===== config.mk =====
export PLATFORM = sky130hd
export DESIGN_NAME = pio_ctrl
export DESIGN_NICKNAME = d
export VERILOG_FILES = /design/src/rtl/pio_pkg.sv /design/src/rtl/pio_glitch_filter.sv /design/src/rtl/pio_ctrl.sv
export SDC_FILE = /design/constraint.sdc
export NUM_CORES = 1
export LEC_CHECK = 0
export BUFFER_PORTS_ARGS = -buffer_cell sky130_fd_sc_hd__buf_4
export CORE_MARGIN = 3
export CORE_UTILIZATION = 31
export DETAILED_ROUTE_END_ITERATION = 10
export PLACE_DENSITY = 0.5
export RECOVER_POWER = 25
export SYNTH_ARGS = -nofsm -noshare
export SYNTH_HDL_FRONTEND = slang
export SYNTH_SLANG_ARGS = --single-unit

===== constraint.sdc =====
create_clock -name core_clk -period 3.33 [get_ports core_clk]
set_input_delay 0 -clock core_clk [delete_from_list [all_inputs] [get_ports core_clk]]
set_output_delay 0 -clock core_clk [all_outputs]
set_load 0.005 [all_outputs]

===== src/rtl/pio_pkg.sv =====
// Package for the parallel I/O controller: register offsets, reset values, widths.
// Assumes a 32-bit APB register bus with word-aligned byte addresses.
package pio_pkg;
  localparam int unsigned DATA_W = 32;
  localparam int unsigned ADDR_W = 8;
  localparam logic [7:0] OFF_OWN_EN = 8'h00;
  localparam logic [7:0] OFF_OWN_DIS = 8'h04;
  localparam logic [7:0] OFF_OWN_STAT = 8'h08;
  localparam logic [7:0] OFF_DRV_EN = 8'h10;
  localparam logic [7:0] OFF_DRV_DIS = 8'h14;
  localparam logic [7:0] OFF_DRV_STAT = 8'h18;
  localparam logic [7:0] OFF_DG_EN = 8'h20;
  localparam logic [7:0] OFF_DG_DIS = 8'h24;
  localparam logic [7:0] OFF_DG_STAT = 8'h28;
  localparam logic [7:0] OFF_LVL_SET = 8'h30;
  localparam logic [7:0] OFF_LVL_CLR = 8'h34;
  localparam logic [7:0] OFF_DRIVEN = 8'h38;
  localparam logic [7:0] OFF_PIN = 8'h3C;
  localparam logic [7:0] OFF_IRQ_EN = 8'h40;
  localparam logic [7:0] OFF_IRQ_DIS = 8'h44;
  localparam logic [7:0] OFF_IRQ_MASK = 8'h48;
  localparam logic [7:0] OFF_IRQ_PEND = 8'h4C;
  localparam logic [7:0] OFF_OD_EN = 8'h50;
  localparam logic [7:0] OFF_OD_DIS = 8'h54;
  localparam logic [7:0] OFF_OD_STAT = 8'h58;
  localparam logic [7:0] OFF_PU_DIS = 8'h60;
  localparam logic [7:0] OFF_PU_EN = 8'h64;
  localparam logic [7:0] OFF_PU_STAT = 8'h68;
  localparam logic [7:0] OFF_SEL_A = 8'h70;
  localparam logic [7:0] OFF_SEL_B = 8'h74;
  localparam logic [7:0] OFF_SEL_STAT = 8'h78;
  localparam logic [7:0] OFF_DW_EN = 8'hA0;
  localparam logic [7:0] OFF_DW_DIS = 8'hA4;
  localparam logic [7:0] OFF_DW_MASK = 8'hA8;
  localparam logic [31:0] RST_ZERO = 32'h0000_0000;
  localparam logic [31:0] RST_OWN = 32'hFFFF_FFFF;
endpackage : pio_pkg


===== src/rtl/pio_glitch_filter.sv =====
// Per-line input glitch filter working on both clock edges.
// Assumes pin inputs are synchronous to core_clk and an enable from the power manager.
`timescale 1ns/100ps
`default_nettype none
module pio_glitch_filter #(
  parameter int unsigned WIDTH = 32
) (
  input wire logic core_clk,
  input wire logic rst_b,
  input wire logic clk_en,
  input wire logic [WIDTH-1:0] pin_in,
  output logic [WIDTH-1:0] filt_out
);
  // A level must be seen on the falling edge and again on the rising edge to pass:
  // shorter than half a cycle is never seen twice, one and a half cycles always is.
  logic [WIDTH-1:0] fall_r;
  logic [WIDTH-1:0] agree_r;

  always_ff @(negedge core_clk or negedge rst_b) begin
    if (!rst_b) begin
      fall_r <= WIDTH'(pio_pkg::RST_ZERO);
    end else if (clk_en) begin
      fall_r <= pin_in;
    end
  end

  always_ff @(posedge core_clk or negedge rst_b) begin
    if (!rst_b) begin
      agree_r <= WIDTH'(pio_pkg::RST_ZERO);
    end else if (clk_en) begin
      // Change before a falling edge shows at the next rise; before a rise, one cycle later.
      // Each line is judged on its own, so a busy neighbour never holds back a quiet line.
      agree_r <= (pin_in & ~(fall_r ^ pin_in)) | (agree_r & (fall_r ^ pin_in));
    end
  end

  assign filt_out = agree_r;
endmodule // pio_glitch_filter
`default_nettype wire


===== src/rtl/pio_ctrl.sv =====
// Parallel I/O controller: APB register bank, pin drive, input filtering, change interrupt.
// Assumes pins synchronous to core_clk and periph_clk_en from the power manager.
`timescale 1ns/100ps
`default_nettype none
module pio_ctrl #(
  parameter logic [31:0] LINES_PRESENT = 32'hFFFF_FFFF,
  parameter logic [31:0] LINES_MUXED = 32'hFFFF_FFFF
) (
  input wire logic core_clk,
  input wire logic rst_b,
  input wire logic periph_clk_en,
  input wire logic psel,
  input wire logic penable,
  input wire logic pwrite,
  input wire logic [7:0] paddr,
  input wire logic [31:0] pwdata,
  output logic [31:0] prdata,
  output logic pready,
  output logic pslverr,
  input wire logic [31:0] pin_in,
  output logic [31:0] pin_out,
  output logic [31:0] pin_oe,
  output logic [31:0] pin_pullup_en,
  input wire logic [31:0] periph_a_out,
  input wire logic [31:0] periph_a_oe,
  input wire logic [31:0] periph_b_out,
  input wire logic [31:0] periph_b_oe,
  output logic [31:0] periph_in,
  output logic irq
);
  logic [31:0] own_r;
  logic [31:0] drive_r;
  logic [31:0] dg_r;
  logic [31:0] level_r;
  logic [31:0] mask_r;
  logic [31:0] pend_r;
  logic [31:0] od_r;
  logic [31:0] pu_r;
  logic [31:0] sel_r;
  logic [31:0] dw_r;
  logic [31:0] filt;
  logic [31:0] sampled;
  logic [31:0] last_r;
  logic [31:0] rdata_nxt;
  logic [31:0] change;
  logic [31:0] wmask;
  logic wr;
  logic rd;
  logic mapped;
  logic setup;
  logic access;
  logic [31:0] steer_out;
  logic [31:0] steer_oe;

  function automatic logic [31:0] set_clr(input logic [31:0] cur, input logic [31:0] s,
                                          input logic [31:0] c);
    set_clr = (cur | s) & ~c;
  endfunction

  assign setup = psel && !penable;
  assign access = psel && penable;
  assign wr = access && pwrite;
  assign rd = access && !pwrite;
  assign wmask = pwdata & LINES_PRESENT;

  function automatic logic hit(input logic [7:0] a, input logic [7:0] off);
    hit = (a == off);
  endfunction

  pio_glitch_filter #(
    .WIDTH(32)
  ) u_filter (
    .core_clk(core_clk),
    .rst_b(rst_b),
    .clk_en(periph_clk_en),
    .pin_in(pin_in),
    .filt_out(filt)
  );

  assign sampled = (dg_r & filt) | (~dg_r & pin_in);

  // Ownership: unmultiplexed lines stay with the controller whatever is written.
  always_ff @(posedge core_clk or negedge rst_b) begin
    if (!rst_b) begin
      own_r <= pio_pkg::RST_OWN;
    end else if (wr) begin
      if (hit(paddr, pio_pkg::OFF_OWN_EN)) begin
        own_r <= set_clr(own_r, wmask, 32'h0000_0000);
      end else if (hit(paddr, pio_pkg::OFF_OWN_DIS)) begin
        own_r <= set_clr(own_r, 32'h0000_0000, wmask & LINES_MUXED);
      end
    end
  end

  always_ff @(posedge core_clk or negedge rst_b) begin
    if (!rst_b) begin
      drive_r <= pio_pkg::RST_ZERO;
    end else if (wr) begin
      if (hit(paddr, pio_pkg::OFF_DRV_EN)) begin
        drive_r <= set_clr(drive_r, wmask, 32'h0000_0000);
      end else if (hit(paddr, pio_pkg::OFF_DRV_DIS)) begin
        drive_r <= set_clr(drive_r, 32'h0000_0000, wmask);
      end
    end
  end

  always_ff @(posedge core_clk or negedge rst_b) begin
    if (!rst_b) begin
      dg_r <= pio_pkg::RST_ZERO;
    end else if (wr) begin
      if (hit(paddr, pio_pkg::OFF_DG_EN)) begin
        dg_r <= set_clr(dg_r, wmask, 32'h0000_0000);
      end else if (hit(paddr, pio_pkg::OFF_DG_DIS)) begin
        dg_r <= set_clr(dg_r, 32'h0000_0000, wmask);
      end
    end
  end

  always_ff @(posedge core_clk or negedge rst_b) begin
    if (!rst_b) begin
      level_r <= pio_pkg::RST_ZERO;
    end else if (wr) begin
      if (hit(paddr, pio_pkg::OFF_LVL_SET)) begin
        level_r <= set_clr(level_r, wmask, 32'h0000_0000);
      end else if (hit(paddr, pio_pkg::OFF_LVL_CLR)) begin
        level_r <= set_clr(level_r, 32'h0000_0000, wmask);
      end else if (hit(paddr, pio_pkg::OFF_DRIVEN)) begin
        level_r <= (level_r & ~(dw_r & LINES_PRESENT)) | (wmask & dw_r);
      end
    end
  end

  always_ff @(posedge core_clk or negedge rst_b) begin
    if (!rst_b) begin
      mask_r <= pio_pkg::RST_ZERO;
    end else if (wr) begin
      if (hit(paddr, pio_pkg::OFF_IRQ_EN)) begin
        mask_r <= set_clr(mask_r, wmask, 32'h0000_0000);
      end else if (hit(paddr, pio_pkg::OFF_IRQ_DIS)) begin
        mask_r <= set_clr(mask_r, 32'h0000_0000, wmask);
      end
    end
  end

  always_ff @(posedge core_clk or negedge rst_b) begin
    if (!rst_b) begin
      od_r <= pio_pkg::RST_ZERO;
    end else if (wr) begin
      if (hit(paddr, pio_pkg::OFF_OD_EN)) begin
        od_r <= set_clr(od_r, wmask, 32'h0000_0000);
      end else if (hit(paddr, pio_pkg::OFF_OD_DIS)) begin
        od_r <= set_clr(od_r, 32'h0000_0000, wmask);
      end
    end
  end

  // A set status bit means the pull-up is off, so the pull-up enable register clears it.
  always_ff @(posedge core_clk or negedge rst_b) begin
    if (!rst_b) begin
      pu_r <= pio_pkg::RST_ZERO;
    end else if (wr) begin
      if (hit(paddr, pio_pkg::OFF_PU_DIS)) begin
        pu_r <= set_clr(pu_r, wmask, 32'h0000_0000);
      end else if (hit(paddr, pio_pkg::OFF_PU_EN)) begin
        pu_r <= set_clr(pu_r, 32'h0000_0000, wmask);
      end
    end
  end

  always_ff @(posedge core_clk or negedge rst_b) begin
    if (!rst_b) begin
      sel_r <= pio_pkg::RST_ZERO;
    end else if (wr) begin
      if (hit(paddr, pio_pkg::OFF_SEL_A)) begin
        sel_r <= set_clr(sel_r, 32'h0000_0000, wmask);
      end else if (hit(paddr, pio_pkg::OFF_SEL_B)) begin
        sel_r <= set_clr(sel_r, wmask, 32'h0000_0000);
      end
    end
  end

  always_ff @(posedge core_clk or negedge rst_b) begin
    if (!rst_b) begin
      dw_r <= pio_pkg::RST_ZERO;
    end else if (wr) begin
      if (hit(paddr, pio_pkg::OFF_DW_EN)) begin
        dw_r <= set_clr(dw_r, wmask, 32'h0000_0000);
      end else if (hit(paddr, pio_pkg::OFF_DW_DIS)) begin
        dw_r <= set_clr(dw_r, 32'h0000_0000, wmask);
      end
    end
  end

  // Samples freeze while the clock is gated off, so readback holds the last levels.
  always_ff @(posedge core_clk or negedge rst_b) begin
    if (!rst_b) begin
      last_r <= pio_pkg::RST_ZERO;
    end else if (periph_clk_en) begin
      last_r <= sampled & LINES_PRESENT;
    end
  end

  // Every line is compared, whether owned or given to a peripheral.
  assign change = periph_clk_en ? ((sampled & LINES_PRESENT) ^ last_r) : 32'h0000_0000;

  // A change in the same cycle as the clearing read survives: set wins.
  always_ff @(posedge core_clk or negedge rst_b) begin
    if (!rst_b) begin
      pend_r <= pio_pkg::RST_ZERO;
    end else if (rd && hit(paddr, pio_pkg::OFF_IRQ_PEND)) begin
      // Only the bits handed out at setup are cleared, so a change caught since is kept.
      pend_r <= (pend_r & ~prdata) | change;
    end else begin
      pend_r <= pend_r | change;
    end
  end

  always_ff @(posedge core_clk or negedge rst_b) begin
    if (!rst_b) begin
      irq <= 1'b0;
    end else begin
      irq <= |(pend_r & mask_r);
    end
  end

  // Output steering: controller when owned, else the selected peripheral.
  always_comb begin
    steer_out = 32'h0000_0000;
    steer_oe = 32'h0000_0000;
    for (int i = 0; i < 32; i++) begin
      if (own_r[i]) begin
        steer_out[i] = level_r[i];
        steer_oe[i] = drive_r[i];
      end else if (sel_r[i]) begin
        steer_out[i] = periph_b_out[i];
        steer_oe[i] = periph_b_oe[i];
      end else begin
        steer_out[i] = periph_a_out[i];
        steer_oe[i] = periph_a_oe[i];
      end
    end
  end

  // Open-drain lines only ever pull low, so their enable follows the inverted level.
  always_ff @(posedge core_clk or negedge rst_b) begin
    if (!rst_b) begin
      pin_out <= pio_pkg::RST_ZERO;
    end else begin
      pin_out <= steer_out & ~od_r;
    end
  end

  always_ff @(posedge core_clk or negedge rst_b) begin
    if (!rst_b) begin
      pin_oe <= pio_pkg::RST_ZERO;
    end else begin
      pin_oe <= LINES_PRESENT & steer_oe & ~(od_r & steer_out);
    end
  end

  always_ff @(posedge core_clk or negedge rst_b) begin
    if (!rst_b) begin
      pin_pullup_en <= pio_pkg::RST_ZERO;
    end else begin
      pin_pullup_en <= ~pu_r & LINES_PRESENT;
    end
  end

  always_ff @(posedge core_clk or negedge rst_b) begin
    if (!rst_b) begin
      periph_in <= pio_pkg::RST_ZERO;
    end else begin
      periph_in <= pin_in;
    end
  end

  always_comb begin
    mapped = 1'b1;
    case (paddr)
      pio_pkg::OFF_OWN_STAT: rdata_nxt = own_r | ~LINES_MUXED;
      pio_pkg::OFF_DRV_STAT: rdata_nxt = drive_r;
      pio_pkg::OFF_DG_STAT: rdata_nxt = dg_r;
      pio_pkg::OFF_DRIVEN: rdata_nxt = level_r;
      pio_pkg::OFF_PIN: rdata_nxt = last_r;
      pio_pkg::OFF_IRQ_MASK: rdata_nxt = mask_r;
      pio_pkg::OFF_IRQ_PEND: rdata_nxt = pend_r;
      pio_pkg::OFF_OD_STAT: rdata_nxt = od_r;
      pio_pkg::OFF_PU_STAT: rdata_nxt = pu_r;
      pio_pkg::OFF_SEL_STAT: rdata_nxt = sel_r;
      pio_pkg::OFF_DW_MASK: rdata_nxt = dw_r;
      pio_pkg::OFF_OWN_EN, pio_pkg::OFF_OWN_DIS, pio_pkg::OFF_DRV_EN,
      pio_pkg::OFF_DRV_DIS, pio_pkg::OFF_DG_EN, pio_pkg::OFF_DG_DIS,
      pio_pkg::OFF_LVL_SET, pio_pkg::OFF_LVL_CLR, pio_pkg::OFF_IRQ_EN,
      pio_pkg::OFF_IRQ_DIS, pio_pkg::OFF_OD_EN, pio_pkg::OFF_OD_DIS,
      pio_pkg::OFF_PU_DIS, pio_pkg::OFF_PU_EN, pio_pkg::OFF_SEL_A,
      pio_pkg::OFF_SEL_B, pio_pkg::OFF_DW_EN, pio_pkg::OFF_DW_DIS: rdata_nxt = 32'h0000_0000;
      default: begin
        rdata_nxt = 32'h0000_0000;
        mapped = 1'b0;
      end
    endcase
  end

  // Read data is registered in the setup cycle, so every access completes in two cycles.
  always_ff @(posedge core_clk or negedge rst_b) begin
    if (!rst_b) begin
      prdata <= pio_pkg::RST_ZERO;
      pslverr <= 1'b0;
    end else if (setup) begin
      prdata <= pwrite ? 32'h0000_0000 : (rdata_nxt & LINES_PRESENT);
      pslverr <= !mapped;
    end
  end

  always_ff @(posedge core_clk or negedge rst_b) begin
    if (!rst_b) begin
      pready <= 1'b0;
    end else begin
      pready <= setup;
    end
  end
endmodule // pio_ctrl
`default_nettype wire


==> qor.yml, run 1 <==
placement:
  dp_hpwl_mm: 71.75
  pre_cts_ws_ps: 571.4
  gp_congestion: 0.8721
  port_buffers: 368
  dp.cells: 3910
  placed_cell_area_mm2: 0.03117
clock_network:
  cts.htree.levels: 3
  cts_setup_buffers: 0
  cts.sinks: 579
  cts_buffers: 69
  postCtsResizedCells: 0
  clockBufferDepth: 3
  cts_tree: "yes"
  path_clk_slew_ps: 60
  hold_buffers: 193
  cts_root_buf: "clkbuf_16"
  clock_latency_ps: 620
route:
  vias: 22887
  drc: 0
  viasPerCell: 5.404
  postRouteWirelength_mm: 104.1
  drtIter0Drc: 2664
  dr.pass1.iters: 7
  routedWlPerCell_um: 24.59
  ant_nets: 0
finish:
  area_growth_pct: 31.07
  layout_commonest_cell: "dfrtp_1"
  utilization: 0.4122
  design_area_mm2: 0.03532
  fin_nets: 3236
  fillers: 8360
  final_cells: 4235
  drive_gt1_frac: 0.2440
  layout_common_cells: "dfrtp_1 (515), nand2_1 (396), buf_4 (388)"
grt:
  grt_pass1_vias: 22848
  grt_pass1_wl_mm: 152.7
  gr-total-overflow: 0
  antenna_found_initial: 3
  grt_util_all_layers: 0.2252
  grt_max_degree: 147
hold_path:
  min_path_cells: 5
  hold_path.class: "primary input to register"
  hold_path_end: "prdata[23]"
  min_from: "pwrite"
setup_path:
  crit_path_end_kind: "register"
  crit_type: "primary input to register"
  worstPathRequired_ps: 3820
  r2r_start: "u_filter.fall_r[22]"
  worstPathArrival_ps: 3280
  r2r_cells: 3
  reg2reg_slack_ps: 860
  path_max_fanout: 18
  start_kind: "primary input"
sta:
  final-max-slew-violation-count: 117
  setup_violations: 0
  hold_violations: 0
  fin_crit_ps: 2795
  grt_setup_unrepaired: "false"
  skew_ps: 33.70
  timing.final.ws_setup_ps: 535.2
  fin_hold_ws_ps: 92.02
  fmax_mhz: 357.8
  min_period_over_period: 0.8393
  max_slew_margin: -0.7397
  fin_tns_setup_ps: 0
  tightest_slew_ps: 2610
die:
  start_util: 0.3145
  fp.dieW_um: 300.8
  die_y_um: 300.8
  ios: 369
  core_area_mm2: 0.08568
  die_area_mm2: 0.09050
  row_count: 107
run_status:
  run_status: "complete, but fails checks"
  violations: "max-capacitance violations, max-slew violations"
power_and_ir_drop:
  switching_share: 0.2416
  p_seq_frac: 0.444
  fin_total_pwr_mw: 16.77
  power_frac_clock: 0.469
  p_int_mw: 12.72
  combPwrFrac: 0.087
  leakage_nw: 15.29
  powerDensity_mw_per_mm2: 474.8
  p_sw_mw: 4.053
  peakVddDrop_uv: 377.2
synth:
  synth.area.top_cells: "dfrtp_1 (48%), mux2_2 (7.4%), nand2_1 (5.5%)"
  synth_cell_type_count: 61
  synth_top_area_share: 0.4782
  netlist_area_mm2: 0.02695
  synthArstFlopShare: 1.000
  synth-main-ff-cell: "dfrtp_1"
  ys_seq_area_frac: 0.5392
  synth-edff-count: 0
  syn_avg_cell_area_um2: 10.75
  synth_top_area_cell: "dfrtp_1"
  ys_seq_elements: 579
  syn_inst: 2507
  yosysWarnings: 0
  syn_nets: 2713
flow_run:
  maxCapViolations: 3
worst max-delay path by stage:
stage	endpoint	depth (start not counted)	slack, ps	startpoint
global route	u_filter.fall_r[23]	4	520	periph_clk_en
detailed placement	u_filter.fall_r[16]	3	570	periph_clk_en
CTS	u_filter.fall_r[16]	4	610	periph_clk_en
global placement	u_filter.fall_r[29]	3	600	periph_clk_en
floorplan	u_filter.fall_r[10]	3	530	periph_clk_en
finish	pend_r[25]	9	540	paddr[2]
power by group through the flow:
stage	clock [mW]	combinational [mW]	sequential (mW)
floorplan	0	0.548	7.52
detailed placement	0	1.31	7.56
CTS	8.06	1.49	7.44
finish	7.87	1.46	7.44
global route	8.35	1.59	7.47
global placement	0	1.28	7.55
cell families after synthesis:
group	count (synthesis)	share of synthesized area
AOI/OAI and AO/OA	643	0.1558
and+or+nand+nor	633	0.1026
DFF	579	0.5392
muxes	380	0.1536
buffers and inverters	240	0.03849
xor gates and xnor gates	32	0.01040
cells in the mapped netlist (3+ instances only):
cell and instances:
o22ai_1 26, inv_1 55, nor4b_1 3, mux2_1 68, buf_6 7, mux2i_1 130
mux2_2 176, a31oi_1 38, xnor2_1 32, nand2b_1 38, nor2_1 110, buf_2 51
a21oi_1 215, dfstp_2 32, nand2_1 396, nand3_1 7, dfrtp_1 515, buf_4 5
o21a_1 32, o211ai_1 38, o21ai_0 59, a222oi_1 49, o21ai_1 35, nor3_1 11
a22oi_1 76, nor2b_1 38, buf_1 9, dfrtn_1 32, a22o_1 45, o221ai_1 21
and2_1 4, clkbuf_1 112, mux2_4 6
worst max-delay path: stages:
cell,delay [ps]
dlygate4sd3_1,600
buf_4,190
nor4bb_1,830
buf_4,290
and2_1,220
and4b_2,570
buf_12,230
nand2_1,70
a22o_1,250
layout make-up:
cell class	count	area, um^2	area share
Sequential cell	579	14530	0.4113
Multi-Input combinational cell	1688	11500	0.3256
Timing Repair Buffer	637	5285	0.1496
Clock buffer	107	2073	0.05870
Tap cell	1144	1431	0.04053
Clock inverter	20	281.5	0.007971
Inverter	55	206.4	0.005845
Antenna cell	5	12.51	0.0003542
metal layers:
metal | global-route usage | vias up | wire length [um]
met5 | 0 | - | 0
met4 | 0.07095 | 0 | 3261
met3 | 0.05047 | 189 | 8445
met2 | 0.3394 | 981 | 45840
met1 | 0.3210 | 11682 | 46590
li1 | - | 10035 | -
Power figures use the tool's default switching activity.
==> run 2: changes to the inputs <==
- PLACE_DENSITY: 0.5 -> 0.52
- clock period: 3.33 -> 2.25 ns (I/O delays scaled with it)
==> qor.yml, run 2 (same netlist as run 1, synthesis figures left out) <==
sta:
  fin_hold_ws_ps: 76.74  # was 92.02 ps
  fmax_mhz: 452.5
  skew_ps: 41.79  # was 33.70 ps
  fin_crit_ps: 2210
  hold_violations: 0  # unchanged
  final-max-slew-violation-count: 0  # was 117
  timing.final.ws_setup_ps: 39.88  # was 535.2 ps
  min_period_over_period: 0.9823
  tightest_slew_ps: 1447  # was 2610 ps
  max_slew_margin: 0.03539  # was -0.7397
  setup_violations: 0  # unchanged
  grt_setup_unrepaired: "true"  # was false
finish:
  final_cells: 4288  # was 4,235
  area_growth_pct: 33.51  # was 31.07%
  design_area_mm2: 0.03598  # was 0.03532 mm^2
  layout_common_cells: "dfrtp_1 (506), buf_4 (406), nand2_1 (396)"  # was dfrtp_1 (515), nand2_1 (396), buf_4 (388)
  drive_gt1_frac: 0.2530  # was 0.2440
  multi_input_area_mm2: 0.01150  # about the same
  fillers: 8211  # was 8,360
  ff_latch_area_mm2: 0.01454  # was 0.01453 mm^2
  fin_nets: 3292  # was 3,236
  layout_commonest_cell: "dfrtp_1"  # unchanged
setup_path:
  crit_type: "primary input to register"  # unchanged
  worstPathRequired_ps: 2770  # was 3820 ps
  worstPathArrival_ps: 2730  # was 3280 ps
  crit_path_end_kind: "register"  # unchanged
  cp_cell_sequence: "dlygate4sd3_1 -> buf_4 -> or4b_2 -> nor3_1 -> o41a_2 -> buf_12 -> o21ai_0 -> o221ai_1"  # was dlygate4sd3_1 -> buf_4 -> nor4bb_1 -> buf_4 -> and2_1 -> and4b_2 -> buf_12 -> nand2_1 -> a22o_1
  path_max_fanout: 18  # unchanged
  cp.buffers_inverters: 3  # was 4
  r2r_cells: 5  # was 3
  start_kind: "primary input"  # unchanged
  reg2reg_slack_ps: 50  # was 860 ps
  rr_endpoint: "pin_oe[15]"
  max_stage_delay_ps: 800  # was 830 ps
  critPathTopFamily: "simple AND/OR/NAND/NOR gates"  # unchanged
  slowest_stage: "or4b_2"  # was nor4bb_1
clock_network:
  cts.htree.levels: 3  # unchanged
  cts_tree: "yes"  # unchanged
  clockBufferDepth: 3  # unchanged
  cts.sinks: 579  # unchanged
  path_clk_slew_ps: 60  # about the same
  clock_latency_ps: 620  # about the same
  cts_buffers: 69  # unchanged
  cts_root_buf: "clkbuf_16"  # unchanged
hold_path:
  min_path_cells: 6  # was 5
  hold_path_end: "prdata[16]"  # was prdata[23]
  hold_path.class: "primary input to register"  # unchanged
  min_from: "psel"  # was pwrite
route:
  viasPerCell: 5.337  # was 5.404
  vias: 22886  # was 22,887
  ant_nets: 0  # unchanged
  postRouteWirelength_mm: 105.1  # was 104.1 mm
  dr.pass1.iters: 9  # was 7
  routedWlPerCell_um: 24.50  # was 24.59 um
  drc: 0  # unchanged
  drtIter0Drc: 2063  # was 2,664
grt:
  grt-busiest-layer: "met2"  # unchanged
  gr-total-overflow: 0  # unchanged
  grt_max_degree: 106  # was 147
  grt_use_met1: 0.3217  # was 0.3210
  use_met3: 0.05299  # was 0.05047
  met2_usage: 0.3444  # was 0.3394
  grt_util_all_layers: 0.2275  # was 0.2252
  grt_pass1_vias: 22837  # was 22,848
  antenna_found_initial: 1  # was 3
  grt_pass1_wl_mm: 154.1  # was 152.7 mm
run_status:
  run_status: "finished, final reports clean"  # was complete, but fails checks
placement:
  port_buffers: 368  # unchanged
  dp_hpwl_mm: 74.36  # was 71.75 mm
  placed_cell_area_mm2: 0.03171  # was 0.03117 mm^2
  pre_cts_ws_ps: 35.27  # was 571.4 ps
  dp.cells: 3943  # was 3,910
  gp_congestion: 0.8871  # was 0.8721
die:
  row_count: 107  # unchanged
  start_util: 0.3145  # unchanged
  die_y_um: 300.8  # unchanged
  ios: 369  # unchanged
  die_area_mm2: 0.09050  # unchanged
  fp.dieW_um: 300.8  # unchanged
  core_area_mm2: 0.08568  # unchanged
power_and_ir_drop:
  peakVddDrop_uv: 515.8  # was 377.2 uV
  combPwrFrac: 0.091  # was 0.087
  switching_share: 0.2448  # was 0.2416
  power_frac_clock: 0.458  # was 0.469
  p_int_mw: 18.46  # was 12.72 mW
  leakage_nw: 15.58  # was 15.29 nW
  fin_total_pwr_mw: 24.44  # was 16.77 mW
  p_sw_mw: 5.983  # was 4.053 mW
  p_seq_frac: 0.451  # was 0.444
  powerDensity_mw_per_mm2: 679.3  # was 474.8 mW/mm^2
flow_run:
  maxCapViolations: 0  # was 3
[run 2: cell types whose count changed in the layout (fill, tap and decap cells not counted), sizes merged]
cell,previous run,this run
dlygate4sd3,193,213
clkinv,8,6
diode,5,2
inv,60,58
buf,403,444
bufinv,6,2
clkbuf,148,152
clkinvlp,1,0
[run 2: layer usage]
layer	routed length, um	vias up	part of all wire
met5	13	-	0.00012
met4	3199	2	0.030
met3	8400	161	0.080
met2	46700	924	0.44
met1	46760	11652	0.44
li1	-	10147	-
[run 2: worst max path at each step]
stage / from / to / cells after the start
2_1_floorplan: periph_clk_en / u_filter.fall_r[22] / 3
3_3_place_gp: paddr[1] / prdata[3] / 7
3_5_place_dp: paddr[1] / prdata[3] / 7
4_1_cts: register / pin_oe[27] / 6
5_1_grt: register / pin_oe[27] / 6
6_report: paddr[1] / prdata[3] / 8
[run 2: worst min-delay path: cells and delay by family]
family                 cells  cell delay, ps
AOI/OAI and AO/OA          1              90
buffers and inverters      2             300
and+or+nand+nor            3             240
[run 2: power groups by stage]
stage,clock network (mW),logic [mW],registers [mW]
6_report,11.2,2.23,11.0
2_1_floorplan,0,0.811,11.1
3_5_place_dp,0,1.98,11.2
5_1_grt,11.9,2.43,11.1
3_3_place_gp,0,1.94,11.2
4_1_cts,11.5,2.28,11.0
[run 2: timing repair]
| item | CTS | global route |
|---|---|---|
| resized for setup | 0 | 13 |
| hold buffers | 214 | 0 |
| endpoints found under the hold margin | 761 | 0 |
| setup buffers | 0 | 3 |
| endpoints found under the setup margin | 0 | 13 |
[run 2: through the flow]
stage / setup TNS (ps) / utilization
after floorplan: 0 / -
final: 0 / 0.4199
after CTS: 0 / 0.4212
after global routing: -2.311 / 0.4198
after global placement: 0 / 0.3701
after detailed placement: 0 / 0.3701
[run 2: area by class of cell]
class / instances / area share
Timing Repair Buffer: 693 / 0.1682
Antenna cell: 2 / 0.0001391
Clock buffer: 116 / 0.05884
Sequential cell: 579 / 0.4041
Multi-Input combinational cell: 1688 / 0.3196
Tap cell: 1144 / 0.03978
Inverter: 55 / 0.005738
Clock inverter: 11 / 0.003512
==> run 3: changes to the inputs <==
- CORE_UTILIZATION: 31 -> 52
- CTS_CLUSTER_SIZE: unset -> 10
- PLACE_DENSITY: 0.52 -> 0.8
==> qor.yml, run 3 (same netlist as run 1, synthesis figures left out) <==
finish:
  drive_gt1_frac: 0.2474  # was 0.2530
  fin_nets: 3297  # was 3,292
  fillers: 3580  # was 8,211
  area_growth_pct: 30.55  # was 33.51%
  layout_common_cells: "dfrtp_1 (502), buf_4 (405), nand2_1 (396)"  # was dfrtp_1 (506), buf_4 (406), nand2_1 (396)
  final_cells: 3812  # was 4,288
  layout_commonest_cell: "dfrtp_1"  # unchanged
  design_area_mm2: 0.03518  # was 0.03598 mm^2
die:
  ios: 369  # unchanged
  die_area_mm2: 0.05459  # was 0.09050 mm^2
  row_count: 82  # was 107
  start_util: 0.5317  # was 0.3145
  core_area_mm2: 0.05068  # was 0.08568 mm^2
  fp.dieW_um: 233.6  # was 300.8 um
  die_y_um: 233.6  # was 300.8 um
placement:
  gp_congestion: 0.9991  # was 0.8871
  port_buffers: 368  # unchanged
  dp_hpwl_mm: 64.83  # was 74.36 mm
  pre_cts_ws_ps: 125.4  # was 35.27 ps
  placed_cell_area_mm2: 0.03115  # was 0.03171 mm^2
  dp.cells: 3482  # was 3,943
setup_path:
  worstPathRequired_ps: 2720  # was 2770 ps
  slowest_stage: "dlygate4sd3_1"  # was or4b_2
  max_stage_delay_ps: 580  # was 800 ps
  worstPathArrival_ps: 2700  # was 2730 ps
  cp_cell_sequence: "mux2i_1 -> dlygate4sd3_1 -> o21ai_0 -> a21oi_1 -> dlygate4sd3_1"  # was dlygate4sd3_1 -> buf_4 -> or4b_2 -> nor3_1 -> o41a_2 -> buf_12 -> o21ai_0 -> o221ai_1
  crit_type: "register to register"  # was primary input to register
  r2r_cells: 5  # unchanged
  rr_endpoint: "pin_oe[6]"  # was pin_oe[15]
  start_kind: "register"  # was primary input
  crit_top_cell: "dlygate4sd3_1"
  critPathTopFamily: "buffers and inverters"  # was simple AND/OR/NAND/NOR gates
  reg2reg_slack_ps: 30  # was 50 ps
  path_depth: 5  # was 8
  path_max_fanout: 4  # was 18
  crit_path_end_kind: "register"  # unchanged
  cp.buffers_inverters: 2  # was 3
grt:
  use_met3: 0.1215  # was 0.05299
  grt_max_degree: 86  # was 106
  antenna_found_initial: 6  # was 1
  met2_usage: 0.5426  # was 0.3444
  grt_pass1_vias: 24150  # was 22,837
  gr-total-overflow: 0  # unchanged
  grt_use_met1: 0.4717  # was 0.3217
  grt_pass1_wl_mm: 146.9  # was 154.1 mm
  grt-busiest-layer: "met2"  # unchanged
  grt_util_all_layers: 0.3583  # was 0.2275
sta:
  fmax_mhz: 449.6  # was 452.5 MHz
  hold_violations: 0  # unchanged
  setup_violations: 0  # unchanged
  fin_crit_ps: 2224  # was 2210 ps
  final-max-slew-violation-count: 57  # was 0
  tightest_slew_ps: 1798  # was 1447 ps
  max_slew_margin: -0.1984  # was 0.03539
  skew_ps: 25.78  # was 41.79 ps
  min_period_over_period: 0.9885  # was 0.9823
  timing.final.ws_setup_ps: 25.96  # was 39.88 ps
run_status:
  run_status: "complete, but fails checks"  # was finished, final reports clean
  violations: "max-capacitance violations, max-slew violations"
power_and_ir_drop:
  leakage_nw: 15.47  # was 15.58 nW
  peakVddDrop_uv: 535.9  # was 515.8 uV
  power_frac_clock: 0.442  # was 0.458
  switching_share: 0.2397  # was 0.2448
  p_int_mw: 18.07  # was 18.46 mW
  powerDensity_mw_per_mm2: 675.7  # was 679.3 mW/mm^2
  p_seq_frac: 0.464  # was 0.451
  combPwrFrac: 0.094  # was 0.091
  fin_total_pwr_mw: 23.77  # was 24.44 mW
  p_sw_mw: 5.697  # was 5.983 mW
route:
  routedWlPerCell_um: 26.13  # was 24.50 um
  viasPerCell: 6.338  # was 5.337
  drc: 0  # unchanged
  postRouteWirelength_mm: 99.61  # was 105.1 mm
  vias: 24160  # was 22,886
  dr.pass1.iters: 10  # was 9
  ant_nets: 0  # unchanged
  drtIter0Drc: 3507  # was 2,063
clock_network:
  cts_tree: "yes"  # unchanged
  cts.htree.levels: 3  # unchanged
  cts.sinks: 579  # unchanged
  clock_latency_ps: 600  # was 620 ps
  path_clk_slew_ps: 60  # about the same
  clockBufferDepth: 3  # unchanged
  cts_root_buf: "clkbuf_16"  # unchanged
  cts_buffers: 69  # unchanged
flow_run:
  maxCapViolations: 2  # was 0
hold_path:
  hold_path.class: "primary input to asynchronous set/reset pin"  # was primary input to register
==> run 3: power by group through the flow <==
stage	clock network (mW)	registers [mW]	logic [mW]
detailed placement	0	11.2	1.92
global route	11.0	11.1	2.41
floorplan	0	11.1	0.811
CTS	10.5	11.0	2.23
global placement	0	11.2	1.86
finish	10.5	11.0	2.24
==> run 3: metal layers <==
layer	wire, um	part of all wire
met5	7	0.000070
met1	36930	0.37
met3	13740	0.14
met2	44300	0.44
met4	4632	0.047
==> run 3: worst max path at each step <==
stage	slack, ps	to	start
floorplan	10	u_filter.fall_r[22]	periph_clk_en
global placement	140	register	paddr[5]
detailed placement	130	register	paddr[5]
CTS	60	pin_oe[6]	register
global route	-3	register	paddr[1]
finish	30	pin_oe[6]	register
==> run 3: area by class of cell <==
type	instances	area (um^2)	share of cell area
Tap cell	672	840.8	0.02390
Inverter	55	206.4	0.005868
Clock inverter	2	60.06	0.001707
Multi-Input combinational cell	1688	11480	0.3263
Clock buffer	114	2001	0.05687
Sequential cell	579	14550	0.4135
Antenna cell	4	10.01	0.0002845
Timing Repair Buffer	698	6038	0.1716
==> run 3: metrics by stage <==
stage | TNS (ps) | util | hold slack (ps)
2_1_floorplan | 0 | - | -295.6
3_3_place_gp | 0 | 0.6146 | -104.6
3_5_place_dp | 0 | 0.6146 | -98.10
4_1_cts | 0 | 0.6968 | 55.28
5_1_grt | -5.040 | 0.6940 | 90.68
6_report | 0 | 0.6941 | 107.0
==> run 3: repair_timing <==
action / in CTS / in global routing
endpoints found under the setup margin: 0 / 27
endpoints found under the hold margin: 948 / 0
hold buffers: 209 / 0
gates resized for setup: 0 / 27
buffers inserted: 0 / 1
